### src/hw/i2cm_pkg.sv
// constants for the i2c master receive/stop/arbitration engine
// assumes one 200 MHz clock and a byte-wide register port
package i2cm_pkg;
   localparam int ADDR_W = 3;
   localparam int DATA_W = 8;
   localparam int BRG_W = 7;
   // ==========================================
   // register offsets
   localparam logic [ADDR_W-1:0] OFF_CON1 = 3'h0;
   localparam logic [ADDR_W-1:0] OFF_CON2 = 3'h1;
   localparam logic [ADDR_W-1:0] OFF_STAT = 3'h2;
   localparam logic [ADDR_W-1:0] OFF_BUF = 3'h3;
   localparam logic [ADDR_W-1:0] OFF_ADD = 3'h4;
   // ==========================================
   // control register one fields
   localparam int B_WRITE_COLLISION = 7;
   localparam int B_OV = 6;
   localparam int B_EN = 5;
   localparam int B_IE = 4;
   localparam int B_BCL = 1;
   localparam int B_FLAG = 0;
   // ==========================================
   // control register two fields
   localparam int B_ACKSTAT = 6;
   localparam int B_ACK_DATA = 5;
   localparam int B_ACK_SEQUENCE_ENABLE = 4;
   localparam int B_RECEIVE_ENABLE = 3;
   localparam int B_PEN = 2;
   localparam int B_RSEN = 1;
   localparam int B_SEN = 0;
   // ==========================================
   // status register fields
   localparam int B_STOPD = 4;
   localparam int B_STARTD = 3;
   localparam int B_BF = 0;
   // ==========================================
   // reset values and counts
   localparam logic [BRG_W-1:0] RST_RELOAD = 7'h00;
   localparam logic [DATA_W-1:0] RST_BYTE = 8'h00;
   localparam logic [3:0] CNT_LAST = 4'h7;
   localparam logic [3:0] CNT_ACK = 4'h8;
   localparam logic [1:0] PH0 = 2'h0;
   localparam logic [1:0] PH1 = 2'h1;
   localparam logic [1:0] PH2 = 2'h2;
   typedef enum logic [2:0] {
      ST_IDLE = 3'b000,
      ST_START = 3'b001,
      ST_TX = 3'b010,
      ST_RX = 3'b011,
      ST_ACK = 3'b100,
      ST_STOP = 3'b101
   } i2cm_state_e;
endpackage

### src/hw/i2cm_brg.sv
// baud generator: down counter that rolls over at zero
// assumes load is driven from state only, never from tick
`timescale 1ns/1ps
module i2cm_brg (
   input wire logic clk_i,
   input wire logic nrst_i,
   input wire logic [i2cm_pkg::BRG_W-1:0] reload_i,
   input wire logic load_i,
   output logic tick_o
);
   import i2cm_pkg::*;
   logic [BRG_W-1:0] cnt_q;
   logic [BRG_W-1:0] cnt_d;
   assign tick_o = !load_i && (cnt_q == '0);
   assign cnt_d = (load_i || tick_o) ? reload_i : cnt_q - 7'h01;
   always_ff @(posedge clk_i or negedge nrst_i) begin
      if (!nrst_i) begin
         cnt_q <= RST_RELOAD;
      end else begin
         cnt_q <= cnt_d;
      end
   end
endmodule // i2cm_brg

### src/hw/i2cm_core.sv
// i2c master engine: receive, acknowledge, stop, start, arbitration
// assumes open-drain pads outside and a one-cycle read port
//
// How it works
// - receive starts on enable bit, idle only
// - each rollover toggles clock; each fall shifts data
// - eighth fall: load buffer, flag, hold clock
// - byte moved sets full; buffer read clears
// - byte while full sets overflow
// - buffer write while busy sets collision
// - ack enable pulls clock, drives ack data
// - ack releases clock, one period, then idle
// - stop drives data low, clock, then data
// - stop seen; one period later done, flag
// - complete byte wakes if interrupt enabled
// - reset or disable clears start, stop bits
// - stop on busy bus raises flag
// - released one sampled zero is collision
// - transmit collision clears full, releases lines
// - condition collision aborts, clears enable bits
// - after collision stop still raises flag
// - new write restarts from first bit
// - line low at start is collision
// - start count; clock low is collision
// - early data low; second count ends start
// - released clock pauses generator until high, except in start
//
// The address map and the address-and-strobe port were chosen for this implementation.
`timescale 1ns/1ps
module i2cm_core (
   input wire logic clk_i,
   input wire logic nrst_i,
   input wire logic [i2cm_pkg::ADDR_W-1:0] addr_i,
   input wire logic [i2cm_pkg::DATA_W-1:0] wdata_i,
   input wire logic wr_i,
   input wire logic rd_i,
   output logic [i2cm_pkg::DATA_W-1:0] rdata_o,
   input wire logic scl_i,
   output logic scl_o,
   output logic scl_oe_n_o,
   input wire logic sda_i,
   output logic sda_o,
   output logic sda_oe_n_o,
   output logic wake_o
);
   import i2cm_pkg::*;

   function automatic logic upd(input logic q, input logic clr, input logic set);
      upd = (q & ~clr) | set;
   endfunction

   // ==========================================
   // state
   i2cm_state_e st_q, st_d;
   logic [1:0] ph_q, ph_d;
   logic [3:0] cnt_q, cnt_d;
   logic [7:0] sr_q, sr_d, buf_q, rdata_q;
   logic [6:0] add_q;
   logic scl_rel_q, scl_rel_d, sda_rel_q, sda_rel_d;
   logic scl_m_q, scl_s_q, scl_p_q;
   logic sda_m_q, sda_s_q, sda_p_q;
   logic en_q, ie_q, write_collision_q, ov_q, bcl_q, flag_q, bf_q;
   logic ack_data_q, ackstat_q, stopd_q, startd_q, wake_q, pin_q;
   logic rx_done, bcl_ev, fin, tx_bf_clr, tx_ack, brg_tick;

   // ==========================================
   // decode
   wire idle = (st_q == ST_IDLE);
   wire wr_con1 = wr_i && (addr_i == OFF_CON1);
   wire wr_con2 = wr_i && (addr_i == OFF_CON2);
   wire wr_buf = wr_i && (addr_i == OFF_BUF);
   wire wr_add = wr_i && (addr_i == OFF_ADD);
   wire rd_buf = rd_i && (addr_i == OFF_BUF);
   wire start_ok = idle && en_q && wr_con2;
   wire go_sen = start_ok && wdata_i[B_SEN];
   wire go_pen = start_ok && wdata_i[B_PEN];
   wire go_ack = start_ok && wdata_i[B_ACK_SEQUENCE_ENABLE];
   wire go_receive_enable = start_ok && wdata_i[B_RECEIVE_ENABLE];
   wire go_tx = idle && en_q && wr_buf;
   wire write_collision_ev = wr_buf && !idle;
   wire ack_data_nx = wr_con2 ? wdata_i[B_ACK_DATA] : ack_data_q;
   wire scl_hi = scl_s_q && scl_p_q;
   wire stop_det = scl_hi && sda_s_q && !sda_p_q;
   wire start_det = scl_hi && !sda_s_q && sda_p_q;
   wire lost_one = sda_rel_q && scl_s_q && !sda_s_q;

   // generator held while idle, while clock is stretched outside start, and while waiting
   wire brg_load = idle
      || (scl_rel_q && !scl_s_q && st_q != ST_START)
      || (st_q == ST_START && ph_q == PH0 && !sda_s_q)
      || (st_q == ST_STOP && ph_q == PH0 && sda_s_q)
      || (st_q == ST_STOP && ph_q == PH2 && !(sda_s_q && scl_s_q));

   i2cm_brg i_i2cm_brg (
      .clk_i(clk_i),
      .nrst_i(nrst_i),
      .reload_i(add_q),
      .load_i(brg_load),
      .tick_o(brg_tick)
   );

   // ==========================================
   // sequencer
   always_comb begin
      st_d = st_q;
      ph_d = ph_q;
      cnt_d = cnt_q;
      sr_d = sr_q;
      scl_rel_d = scl_rel_q;
      sda_rel_d = sda_rel_q;
      rx_done = 1'b0;
      bcl_ev = 1'b0;
      fin = 1'b0;
      tx_bf_clr = 1'b0;
      tx_ack = 1'b0;
      case (st_q)
         ST_IDLE: begin
            ph_d = PH0;
            cnt_d = 4'h0;
            if (go_sen) begin
               if (!sda_s_q || !scl_s_q) begin
                  bcl_ev = 1'b1;
               end else begin
                  st_d = ST_START;
                  scl_rel_d = 1'b1;
                  sda_rel_d = 1'b1;
               end
            end else if (go_pen) begin
               st_d = ST_STOP;
               sda_rel_d = 1'b0;
            end else if (go_ack) begin
               st_d = ST_ACK;
               scl_rel_d = 1'b0;
               sda_rel_d = ack_data_nx;
            end else if (go_receive_enable) begin
               st_d = ST_RX;
               scl_rel_d = 1'b0;
               sda_rel_d = 1'b1;
            end else if (go_tx) begin
               st_d = ST_TX;
               scl_rel_d = 1'b0;
               sr_d = wdata_i;
               sda_rel_d = wdata_i[7];
            end
         end
         ST_START: begin
            if (ph_q == PH0) begin
               if (!sda_s_q) begin
                  sda_rel_d = 1'b0;
                  ph_d = PH1;
               end else if (!scl_s_q) begin
                  bcl_ev = 1'b1;
               end else if (brg_tick) begin
                  sda_rel_d = 1'b0;
                  ph_d = PH1;
               end
            end else if (brg_tick) begin
               scl_rel_d = 1'b0;
               st_d = ST_IDLE;
               fin = 1'b1;
            end
         end
         ST_TX: begin
            if (ph_q == PH0) begin
               if (brg_tick) begin
                  scl_rel_d = 1'b1;
                  ph_d = PH1;
               end
            end else if (lost_one && cnt_q != CNT_ACK) begin
               bcl_ev = 1'b1;
               tx_bf_clr = 1'b1;
            end else if (brg_tick) begin
               scl_rel_d = 1'b0;
               ph_d = PH0;
               cnt_d = cnt_q + 4'h1;
               sr_d = {sr_q[6:0], 1'b0};
               sda_rel_d = sr_q[6];
               if (cnt_q == CNT_LAST) begin
                  sda_rel_d = 1'b1;
                  tx_bf_clr = 1'b1;
               end else if (cnt_q == CNT_ACK) begin
                  tx_ack = 1'b1;
                  fin = 1'b1;
                  st_d = ST_IDLE;
               end
            end
         end
         ST_RX: begin
            if (ph_q == PH0) begin
               if (brg_tick) begin
                  scl_rel_d = 1'b1;
                  ph_d = PH1;
               end
            end else if (brg_tick) begin
               scl_rel_d = 1'b0;
               ph_d = PH0;
               cnt_d = cnt_q + 4'h1;
               sr_d = {sr_q[6:0], sda_s_q};
               if (cnt_q == CNT_LAST) begin
                  rx_done = 1'b1;
                  st_d = ST_IDLE;
               end
            end
         end
         ST_ACK: begin
            if (ph_q == PH0) begin
               if (brg_tick) begin
                  scl_rel_d = 1'b1;
                  ph_d = PH1;
               end
            end else if (lost_one) begin
               bcl_ev = 1'b1;
            end else if (brg_tick) begin
               scl_rel_d = 1'b0;
               st_d = ST_IDLE;
            end
         end
         ST_STOP: begin
            if (brg_tick) begin
               if (ph_q == PH0) begin
                  scl_rel_d = 1'b1;
                  ph_d = PH1;
               end else if (ph_q == PH1) begin
                  sda_rel_d = 1'b1;
                  ph_d = PH2;
               end else begin
                  st_d = ST_IDLE;
                  fin = 1'b1;
               end
            end
         end
         default: begin
            st_d = ST_IDLE;
         end
      endcase
      if (bcl_ev || !en_q) begin
         st_d = ST_IDLE;
         scl_rel_d = 1'b1;
         sda_rel_d = 1'b1;
      end
   end

   // ==========================================
   // read mux
   wire [7:0] con1_v = {write_collision_q, ov_q, en_q, ie_q, 2'b00, bcl_q, flag_q};
   wire [7:0] con2_v = {1'b0, ackstat_q, ack_data_q, st_q == ST_ACK, st_q == ST_RX,
                        st_q == ST_STOP, 1'b0, st_q == ST_START};
   wire [7:0] stat_v = {3'b000, stopd_q, startd_q, 2'b00, bf_q};
   wire [7:0] rd_val = (addr_i == OFF_CON1) ? con1_v
                     : (addr_i == OFF_CON2) ? con2_v
                     : (addr_i == OFF_STAT) ? stat_v
                     : (addr_i == OFF_BUF) ? buf_q
                     : (addr_i == OFF_ADD) ? {1'b0, add_q}
                     : RST_BYTE;

   // ==========================================
   // pin sampling
   always_ff @(posedge clk_i or negedge nrst_i) begin
      if (!nrst_i) begin
         scl_m_q <= 1'b1;
         scl_s_q <= 1'b1;
         scl_p_q <= 1'b1;
         sda_m_q <= 1'b1;
         sda_s_q <= 1'b1;
         sda_p_q <= 1'b1;
      end else begin
         scl_m_q <= scl_i;
         scl_s_q <= scl_m_q;
         scl_p_q <= scl_s_q;
         sda_m_q <= sda_i;
         sda_s_q <= sda_m_q;
         sda_p_q <= sda_s_q;
      end
   end

   // ==========================================
   // sequencer registers
   always_ff @(posedge clk_i or negedge nrst_i) begin
      if (!nrst_i) begin
         st_q <= ST_IDLE;
         ph_q <= PH0;
         cnt_q <= 4'h0;
         sr_q <= RST_BYTE;
         scl_rel_q <= 1'b1;
         sda_rel_q <= 1'b1;
      end else begin
         st_q <= st_d;
         ph_q <= ph_d;
         cnt_q <= cnt_d;
         sr_q <= sr_d;
         scl_rel_q <= scl_rel_d;
         sda_rel_q <= sda_rel_d;
      end
   end

   // ==========================================
   // software registers and flags, hardware set wins
   always_ff @(posedge clk_i or negedge nrst_i) begin
      if (!nrst_i) begin
         en_q <= 1'b0;
         ie_q <= 1'b0;
         write_collision_q <= 1'b0;
         ov_q <= 1'b0;
         bcl_q <= 1'b0;
         flag_q <= 1'b0;
         bf_q <= 1'b0;
         buf_q <= RST_BYTE;
         add_q <= RST_RELOAD;
         ack_data_q <= 1'b0;
         ackstat_q <= 1'b0;
      end else begin
         if (wr_con1) begin
            en_q <= wdata_i[B_EN];
            ie_q <= wdata_i[B_IE];
         end
         write_collision_q <= upd(write_collision_q, wr_con1 && !wdata_i[B_WRITE_COLLISION], write_collision_ev);
         ov_q <= upd(ov_q, wr_con1 && !wdata_i[B_OV], rx_done && bf_q);
         bcl_q <= upd(bcl_q, wr_con1 && !wdata_i[B_BCL], bcl_ev);
         flag_q <= upd(flag_q, wr_con1 && !wdata_i[B_FLAG],
                       fin || rx_done || (stop_det && startd_q));
         bf_q <= upd(bf_q, rd_buf || tx_bf_clr || !en_q, rx_done || go_tx);
         if (rx_done) begin
            buf_q <= sr_d;
         end else if (go_tx) begin
            buf_q <= wdata_i;
         end
         if (wr_add) begin
            add_q <= wdata_i[6:0];
         end
         if (wr_con2) begin
            ack_data_q <= wdata_i[B_ACK_DATA];
         end
         if (tx_ack) begin
            ackstat_q <= sda_s_q;
         end
      end
   end

   // ==========================================
   // bus watch, outputs
   always_ff @(posedge clk_i or negedge nrst_i) begin
      if (!nrst_i) begin
         stopd_q <= 1'b0;
         startd_q <= 1'b0;
         wake_q <= 1'b0;
         rdata_q <= RST_BYTE;
         pin_q <= 1'b0;
      end else begin
         stopd_q <= en_q && upd(stopd_q, start_det, stop_det);
         startd_q <= en_q && upd(startd_q, stop_det, start_det);
         wake_q <= flag_q && ie_q;
         rdata_q <= rd_i ? rd_val : RST_BYTE;
         pin_q <= 1'b0;
      end
   end

   assign rdata_o = rdata_q;
   assign scl_o = pin_q;
   assign sda_o = pin_q;
   assign scl_oe_n_o = scl_rel_q;
   assign sda_oe_n_o = sda_rel_q;
   assign wake_o = wake_q;
endmodule // i2cm_core

### config.mk
export PLATFORM = sky130hd
export DESIGN_NAME = i2cm_core
export DESIGN_NICKNAME = d
export VERILOG_FILES = /design/src/hw/i2cm_pkg.sv /design/src/hw/i2cm_brg.sv /design/src/hw/i2cm_core.sv
export SDC_FILE = /design/constraint.sdc
export NUM_CORES = 1
export LEC_CHECK = 0
export ABC_CLOCK_PERIOD_IN_PS = 2400
export BUFFER_PORTS_ARGS = -buffer_cell sky130_fd_sc_hd__buf_4
export CAP_MARGIN = 15
export CORE_AREA = 2 2 122 124
export CTS_CLUSTER_DIAMETER = 60
export DETAILED_ROUTE_END_ITERATION = 7
export DIE_AREA = 0 0 124 126
export GPL_ROUTABILITY_DRIVEN = 0
export PLACE_DENSITY_LB_ADDON = 0.1
export SETUP_SLACK_MARGIN = 0.15
export SLEW_MARGIN = 20
export SYNTH_ARGS = -nofsm -noshare
export SYNTH_HDL_FRONTEND = slang
export SYNTH_SLANG_ARGS = --single-unit
### constraint.sdc
create_clock -name clk_i -period 2.4 [get_ports clk_i]
set_clock_uncertainty 0.05 [all_clocks]
set_input_delay 0.6 -clock clk_i [delete_from_list [all_inputs] [get_ports clk_i]]
set_output_delay 0.6 -clock clk_i [all_outputs]
set_load 0.03 [all_outputs]
* Yosys cells after proc, flatten, opt, wreduce, memory -nomap -nowiden
Index checks and enable logic that the tools add are counted.
** Storage, ports and cells
- Bits in registers :: 67
- Output and inout port bits :: 13
** Cells by class
- Bitwise logic cells :: 21
- Add/subtract/negate cells :: 2
- Eq/ne operators :: 49
- Mux-type cells :: 127
- Reductions and logical operators :: 77
** Operator list (number)
- $mux W8 :: 17
- $mux W3 :: 22
- $mux W1 :: 62
- $logic_and A1 B1 Y1 :: 40
- $mux W2 :: 12
- $ne A3 B1 Y1 const B :: 8
- $pmux W8 S3 :: 1
- $ne A3 B2 Y1 const B :: 7
- $ne A3 B3 Y1 const B :: 6
- $pmux W3 S6 :: 1
- $mux W4 :: 4
- $reduce_and A16 Y1 :: 1
- $mux W7 :: 2
- $eq A3 B2 Y1 const B :: 4
- $logic_or A1 B1 Y1 :: 12
- $ne A4 B3 Y1 const B :: 3
- $pmux W2 S6 :: 1
- $pmux W4 S3 :: 1
- $reduce_and A12 Y1 :: 1
- $logic_not A1 Y1 :: 11
- $eq A3 B3 Y1 const B :: 3
- $reduce_and A9 Y1 :: 1
- $ne A4 B2 Y1 const B :: 2
- $ne A4 B4 Y1 const B :: 2
- other kinds (27) :: 52

* Longest topological paths before layout
Gate-level depths: netlist of the first run.
- Word-level depth :: 18
- Depth in mapped cells :: 9
- Depth with buffers taken out :: 7

* Hierarchy
From an unflattened synthesis of the first run, not the netlist that was laid out.
** Second synthesis, totals
- Cell total of the unflattened synthesis :: 378
- Area, all modules :: 3823.7 µm²
** Modules (own cells, without submodules)
- i2cm_core :: cells an instance 342, area an instance 3389.5 µm², times used 1
- i2cm_brg :: cells an instance 36, area an instance 434.2 µm², times used 1

* Worst setup path after synthesis of the first run
Ideal clock, no wire load.
- Path type :: input to register
- From :: input port addr_i[1] in the netlist's numbering
- To :: register scl_rel_q, in the netlist scl_oe_n_o
- Data arrival time :: 2.018 ns
- Library setup time :: 0.075 ns
- Cell stages on the path :: 5
- Path slack :: 0.257 ns
- Cells stage by stage :: or3b_2 -> or4_4 -> o21a_1 -> a21boi_1 -> mux2i_1
** Between the ends
- Word-level cells in the longest chain between the ends :: 10
- Elaborated cells on any way between the ends :: 29
** Ends and longest elaborated chain
- start, declared :: line i2cm_core.sv:33 : input wire logic [i2cm_pkg::ADDR_W-1:0] addr_i,
- parallel branches: the longest is 10 deep, another holds $reduce_and A9 Y1
- end signal, assigned :: line i2cm_core.sv:291 : scl_rel_q <= scl_rel_d;
- end, declared :: line i2cm_core.sv:59 : logic scl_rel_q, scl_rel_d, sda_rel_q, sda_rel_d;
Several ways; the timed one is not identified. The select of a mux whose other input is x is not followed.
A chain may end at the register's enable or synchronous reset.

* Worst setup path in the final report of the first run
- From :: register st_q[2]
- To :: register st_q[1]
** Between the ends
- Word-level cells in the longest chain between the ends :: 13
- Elaborated cells on any way between the ends :: 57
** Ends and longest elaborated chain
- start, declared :: line i2cm_core.sv:54 : i2cm_state_e st_q, st_d;
- start signal, assigned :: line i2cm_core.sv:287 : st_q <= st_d;
- $ne A3 B1 Y1 / $eq A3 B1 Y1 (equally long branches) :: line i2cm_core.sv:89, i2cm_core.sv:90, i2cm_core.sv:116
- $logic_and A1 B1 Y1 (on tied branches) :: line i2cm_core.sv:89, i2cm_core.sv:90
- $logic_or A1 B1 Y1 / $logic_and A1 B1 Y1 (equally long branches) :: line i2cm_core.sv:89, i2cm_core.sv:90
- $logic_or A1 B1 Y1 :: line i2cm_core.sv:90 : || (st_q == ST_START && ph_q == PH0 && !sda_s_q)
- $logic_or A1 B1 Y1 :: line i2cm_core.sv:91 : || (st_q == ST_STOP && ph_q == PH0 && sda_s_q)
- $logic_or A1 B1 Y1 :: line i2cm_core.sv:92 : || (st_q == ST_STOP && ph_q == PH2 && !(sda_s_q && scl_s_q));
- $logic_not A1 Y1 :: line i2cm_brg.sv:14 : assign tick_o = !load_i && (cnt_q == '0);
- $logic_and A1 B1 Y1 :: line i2cm_brg.sv:14
- $mux W3 (3 in series)
- $pmux W3 S6 :: line i2cm_core.sv:116 : case (st_q)
- $mux W3 :: line i2cm_core.sv:236 : if (bcl_ev || !en_q) begin
Several ways; a longest one is shown, not always the timed one. The select of a mux whose other input is x is not followed.

==> reports/summary.txt, run 1 <==
status: complete, no violations
Num Clock Sinks: 66
Syn Inst Count: 427
DRC viols: 0
DP HPWL: 10.1 mm
post-synthesis register bit count: 66
Reg2Reg Setup Slack: 0.15 ns
Distinct cells, synth: 79
DIE AREA: 15600 µm²
fillers: 1482
initial antenna violation count: 0
grt ovf: 0
post-DR vias/cell: 5.40
Die Ht: 126 µm
worst r2r src: st_q[2]
Worst Setup EP: st_q[1]
initial core utilization: 27.6%
Period minus WS final: 2.25 ns
final setup fails: 0
Seq. cell area: 1660 µm²
share of cells above drive strength 1: 33.8%
static leakage: 0.00217 µW
Layout Nets: 522
hold_ws: 0.152 ns
Yosys top cell area share: 36.7%
Overall Global Routing Usage: 18.5%
Pwr Density: 862 nW/µm²
Port Buffer Count: 27
post-detailed-route wirelength per cell: 19.8 µm
CP startpoint: st_q[2]
Cell Rows: 44
Worst-path clk slew: 0.06 ns
clock root cell: clkbuf_16
CTS H-tree depth: 3
Peak supply drop: 0.332 mV
Syn Area/Cell: 9.26 µm²
cell area after synthesis: 3960 µm²
fmax: 444 MHz
max-cap check violation count: 0
RSZ-0062 raised after global routing: yes
Hold Crit Class: input port to async pin
CTS tree: yes
die width: 124 µm
Post-synth ARST share: 100%
commonest non-fill, non-tap cells in the layout: buf_4 (89), dfrtp_1 (56), nand2_1 (41), o21ai_0 (29), nor2_1 (23)
most common cell after layout, fill and taps aside: buf_4
Area contributors post-synth: dfrtp_1 (37%), dfstp_2 (5.3%), nand2_1 (4.0%), o21ai_0 (3.7%), mux2_2 (3.4%)
Arr. time, crit path: 2.46 ns
sequential area share after synthesis: 42.0%
critical path class: flip-flop to flip-flop
largest net degree at the start of global routing: 36
Post-Route WL: 13.7 mm
area of the multi-input gates: 2270 µm²
Post-DRT Antenna Nets: 0
RR Endpoint: st_q[1]
Slew Limit Fails: 0
CP required: 2.61 ns
initial drt markers: 434
CP Launch Type: flip-flop
Detailed Routing Iterations Pass 1: 4
synth warn: 0
Worst Path Max Fanout: 7
Placeable Area: 14300 µm²
vias: 3723
I/O Pins: 30
Hold Buf Count CTS: 0
vias in the first global route: 3734
first-pass GRT wire length: 21.7 mm
pre-CTS setup slack: -0.0566 ns
Clk Latency, worst-skew pair: 0.35 ns
Synth Flop Type: dfrtp_1
Setup crit end kind: flip-flop
post-synth top area cell: dfrtp_1
n_diodes: 0
setup ws final: 0.149 ns
largest buffer count on any clock path: 2
Max-slew headroom: 64.5%
Reg2Reg Depth: 6
Final Hold Vio Count: 0
final worst-path cycle share: 93.8%
Post-synth EDFFs: 0
CTS Buf Count: 9
worst slew pin tran: 0.528 ns
P&R area growth vs syn: 32.4%
==> layout make-up <==
cell class / count / area share, %
Timing Repair Buffer: 94 / 14.2
Multi-Input combinational cell: 318 / 43.4
Sequential cell: 66 / 31.8
Clock buffer: 10 / 4.56
Clock inverter: 6 / 0.812
Tap cell: 184 / 4.40
Inverter: 12 / 0.860
==> layer usage <==
| metal | routed length [µm] | track usage, % | up-vias |
|---|---|---|---|
| met5 | 0 | 0 | - |
| met4 | 354 | 7.47 | 0 |
| met3 | 714 | 3.80 | 25 |
| met2 | 6270 | 27.6 | 120 |
| met1 | 6320 | 26.1 | 1847 |
| li1 | - | - | 1731 |
==> state kept, by name (all words and copies together), names as in the netlist, 2 cells and up <==
signal,cells
add_q,7
buf_q,8
cnt_q,4
i_i2cm_brg.cnt_q,7
ph_q,2
rdata_o,8
sr_q,7
st_q,3
==> where the power goes <==
part	total [µW]	internal, µW	leakage [µW]	switching (µW)
Sequential	1660	1390	0.000825	267
Clock	1250	726	0.000134	524
Combinational	1600	740	0.00121	865
==> stage by stage <==
stage / setup TNS (ns) / instances / total power [µW] / util [%] / cell area, µm²
after floorplan: 0 / 428 / 2470 / - / 3960
after global placement: -0.331 / 658 / 3060 / 32.4 / 4640
after CTS: 0 / 675 / 4370 / 34.7 / 4970
final: 0 / 690 / 4520 / 36.6 / 5240
after global routing: 0 / 690 / 4810 / 36.6 / 5240
after detailed placement: -0.367 / 658 / 3060 / 32.4 / 4640
==> worst max-delay path, cell delays in order, from the launching register on <==
cell and delay, ns:
dfrtp_1 0.48, or3_4 0.44, buf_4 0.19, a211oi_4 0.22
o21ai_4 0.12, or4b_1 0.50, a21oi_2 0.15
==> cells by family (layout without fill, tap and decap cells) <==
kind of cell	Yosys count	after routing	synth area share, %
flops	66	66	42.0
compound gates	128	128	22.8
other cells	1	2	0.0948
simple gates	161	161	22.5
fa+ha+maj	4	4	1.27
xor+xnor	6	6	1.33
mux	17	17	4.71
buf+inv	44	122	5.35
==> cell usage after synthesis, drive strengths merged (7+ instances only) <==
| master | number |
|---|---|
| and2 | 12 |
| o21ai | 30 |
| nor2b | 10 |
| nand4 | 7 |
| buf | 15 |
| clkbuf | 17 |
| inv | 12 |
| dfrtp | 58 |
| mux2 | 13 |
| a221o | 8 |
| nor2 | 25 |
| nor3 | 9 |
| nand2 | 42 |
| o211ai | 10 |
| a31oi | 7 |
| nand3 | 20 |
| a21oi | 24 |
| dfstp | 8 |
==> repair_timing <==
action | 4_1_cts | 5_1_grt
setup buffers | 1 | 15
gates resized for setup | 8 | 31
pin swaps | 2 | 11
endpoints found under the setup margin | 21 | 27
==> how the worst min path moves through the flow <==
stage                       start          to  slack [ns]
after floorplan            nrst_i  ack_data_q        0.25
after global placement    scl_m_q     scl_s_q        0.30
after detailed placement  scl_m_q     scl_s_q        0.30
after CTS                  nrst_i        ie_q        0.18
after global routing       nrst_i    add_q[5]        0.19
final                      nrst_i    add_q[6]        0.15
(Power assumes the default switching activity.)
==> inputs of run 2 (changes only) <==
--- a/config.mk
+++ b/config.mk
@@ -13,7 +13,6 @@
 export DETAILED_ROUTE_END_ITERATION = 7
 export DIE_AREA = 0 0 124 126
 export GPL_ROUTABILITY_DRIVEN = 0
-export PLACE_DENSITY_LB_ADDON = 0.1
 export SETUP_SLACK_MARGIN = 0.15
 export SLEW_MARGIN = 20
 export SYNTH_ARGS = -nofsm -noshare
==> run 2 against run 1 <==
  * Sequential power about the same
  * Critical path type unchanged
  * Critical endpoint is now ackstat_q
  * Clock power grew 9%
  * Clock-buffer cell count down 1
  * Combinational power fell by 14%
  * Wire length is 12% lower
  * Critical path depth grew 2
  * Maximum frequency up 1.2%
  * Worst hold slack better by 0.15 ns
  * Power shrank 2.4%
  * Worst setup slack better by 0.027 ns
==> reports/summary.txt, run 2 (same netlist as run 1, synthesis figures left out) <==
status: complete, no violations
Setup crit end kind: flip-flop
pre-CTS setup slack: -0.108 ns (-0.0513 ns)
Arr. time, crit path: 2.39 ns (-0.07 ns)
DRC viols: 0 (unchanged)
hold_ws: 0.305 ns (+0.153 ns)
Hold Crit Class: flip-flop to flip-flop
Worst Setup EP: ackstat_q
fillers: 1466 (-1.1%)
Die Ht: 126 µm (unchanged)
Post-Route WL: 12.0 mm (-12%)
RSZ-0062 raised after global routing: yes
Cell Rows: 44 (unchanged)
P&R area growth vs syn: 26.5%
critical path class: flip-flop to flip-flop
die width: 124 µm (unchanged)
clock root cell: clkbuf_16
initial core utilization: 27.6% (unchanged)
largest buffer count on any clock path: 2 (unchanged)
static leakage: 0.00209 µW (-3.6%)
I/O Pins: 30 (unchanged)
Switching Share: 36.0% (-0.62 points)
RR Endpoint: ackstat_q
final setup fails: 0 (unchanged)
fmax: 450 MHz (+1.2%)
area of the multi-input gates: 2200 µm² (-3.4%)
Sw Pwr: 1590 µW (-4.1%)
DP Cell Count: 643 (-2.3%)
most common cell after layout, fill and taps aside: buf_4
Clk Latency, worst-skew pair: 0.34 ns (about the same)
max-cap check violation count: 0 (unchanged)
setup ws final: 0.177 ns (+0.0273 ns)
CTS tree: yes
post-DR vias/cell: 5.46 (+1.1%)
Seq. cell area: 1660 µm² (-0.15%)
CP Launch Type: flip-flop
Post-Layout Cell Count: 669 (-3.0%)
Port Buffer Count: 27 (unchanged)
vias in the first global route: 3667 (-1.8%)
Hold Buf Count CTS: 0 (unchanged)
worst r2r src: i_i2cm_brg.cnt_q[0]
Post-DRT Antenna Nets: 0 (unchanged)
share of cells above drive strength 1: 28.5% (-5.3 points)
P_int: 2820 µW (-1.5%)
vias: 3650 (-2.0%)
Reg2Reg Depth: 8 (+2)
Worst-path clk slew: 0.06 ns (about the same)
Flop pwr share: 37.7% (+0.9 points)
CTS H-tree depth: 3 (unchanged)
first-pass GRT wire length: 19.6 mm (-9.4%)
Layout Nets: 501 (-4.0%)
CP startpoint: i_i2cm_brg.cnt_q[0]
combinational power share: 31.3% (-4.2 points)
DIE AREA: 15600 µm² (unchanged)
Placeable Area: 14300 µm² (unchanged)
initial drt markers: 436 (+0.46%)
n_diodes: 0 (unchanged)
largest net degree at the start of global routing: 67 (+86%)
Reg2Reg Setup Slack: 0.18 ns (+0.03 ns)
Detailed Routing Iterations Pass 1: 5 (+1)
Peak supply drop: 0.349 mV (+5.1%)
CP required: 2.57 ns (-0.04 ns)
Final Hold Vio Count: 0 (unchanged)
Clock power frac: 30.9% (+3.2 points)
Num Clock Sinks: 66 (unchanged)
grt ovf: 0 (unchanged)
Pwr Density: 881 nW/µm² (+2.1%)
DP HPWL: 8.59 mm (-15%)
Overall Power: 4400 µW (-2.4%)
Slew Limit Fails: 0 (unchanged)
final worst-path cycle share: 92.6% (-1.1 points)
worst slew pin tran: 0.861 ns (+0.333 ns)
Period minus WS final: 2.22 ns (-0.0273 ns)
Max-slew headroom: 42.6% (-22 points)
commonest non-fill, non-tap cells in the layout: buf_4 (68), dfrtp_1 (58), nand2_1 (41), o21ai_0 (29), nor2_1 (25)
Worst Path Max Fanout: 4 (-3)
CTS Buf Count: 9 (unchanged)
initial antenna violation count: 0 (unchanged)
post-detailed-route wirelength per cell: 18.0 µm (-9.2%)
Overall Global Routing Usage: 16.0% (-2.5 points)
==> run 2: changes by cell type in the layout (fill, tap and decap cells not counted), sizes merged <==
cell    before  now
buf         94   73
clkinv       4    2
inv         12   14
bufinv       0    1
clkbuf      10    9
==> run 2: area by class of cell <==
type	instances	area share [%]
clock inverter	7	1.53
inverter	12	0.900
clock buffer	9	4.50
tap	184	4.60
sequential	66	33.2
timing repair buffer	73	11.3
multi-input combinational	318	43.9
==> run 2: how the worst min path moves through the flow <==
stage                 start  slack (ns)  depth (start not counted)    endpoint
finish              scl_m_q        0.31                          0     scl_s_q
CTS                 scl_m_q        0.31                          0     scl_s_q
global route        scl_m_q        0.31                          0     scl_s_q
detailed placement  scl_m_q        0.30                          0     scl_s_q
global placement    scl_m_q        0.30                          0     scl_s_q
floorplan            nrst_i        0.25                          0  ack_data_q
==> run 2: per-layer routing <==
metal,track usage (%),part of all wire (%),vias to the layer above
met4,4.63,1.8,0
met3,3.67,6.8,26
met2,24.1,46,149
li1,-,-,1688
met5,0,0,-
met1,22.9,45,1787
==> run 2: power by group through the flow <==
stage | logic [µW] | clock network (µW) | registers (µW)
final | 1380 | 1360 | 1660
after floorplan | 866 | 0 | 1600
after global placement | 1230 | 0 | 1660
after CTS | 1290 | 1380 | 1660
after global routing | 1520 | 1430 | 1690
after detailed placement | 1260 | 0 | 1660
==> run 2: per-stage QoR <==
stage | instance area, µm² | TNS [ns] | utilization [%]
after detailed placement | 4500 | -0.763 | 31.4
after CTS | 4860 | 0 | 34.0
final | 5000 | 0 | 34.9
after floorplan | 3960 | 0 | -
after global routing | 5000 | 0 | 34.9
after global placement | 4500 | 0 | 31.4
==> run 2: what timing repair did <==
action                                  4_1_cts  5_1_grt
resized for setup                             6       20
pin swaps                                     3        9
endpoints found under the setup margin       16       26
setup buffers                                 5        5
==> run 2: critical path: stages, from the launching register on <==
cell and delay [ns]:
dfrtp_1 0.40, inv_2 0.09, ha_4 0.14, nor4b_4 0.27, o211a_4 0.26, buf_4 0.13, nand3_2 0.14, nor4_2 0.26
mux2_2 0.36
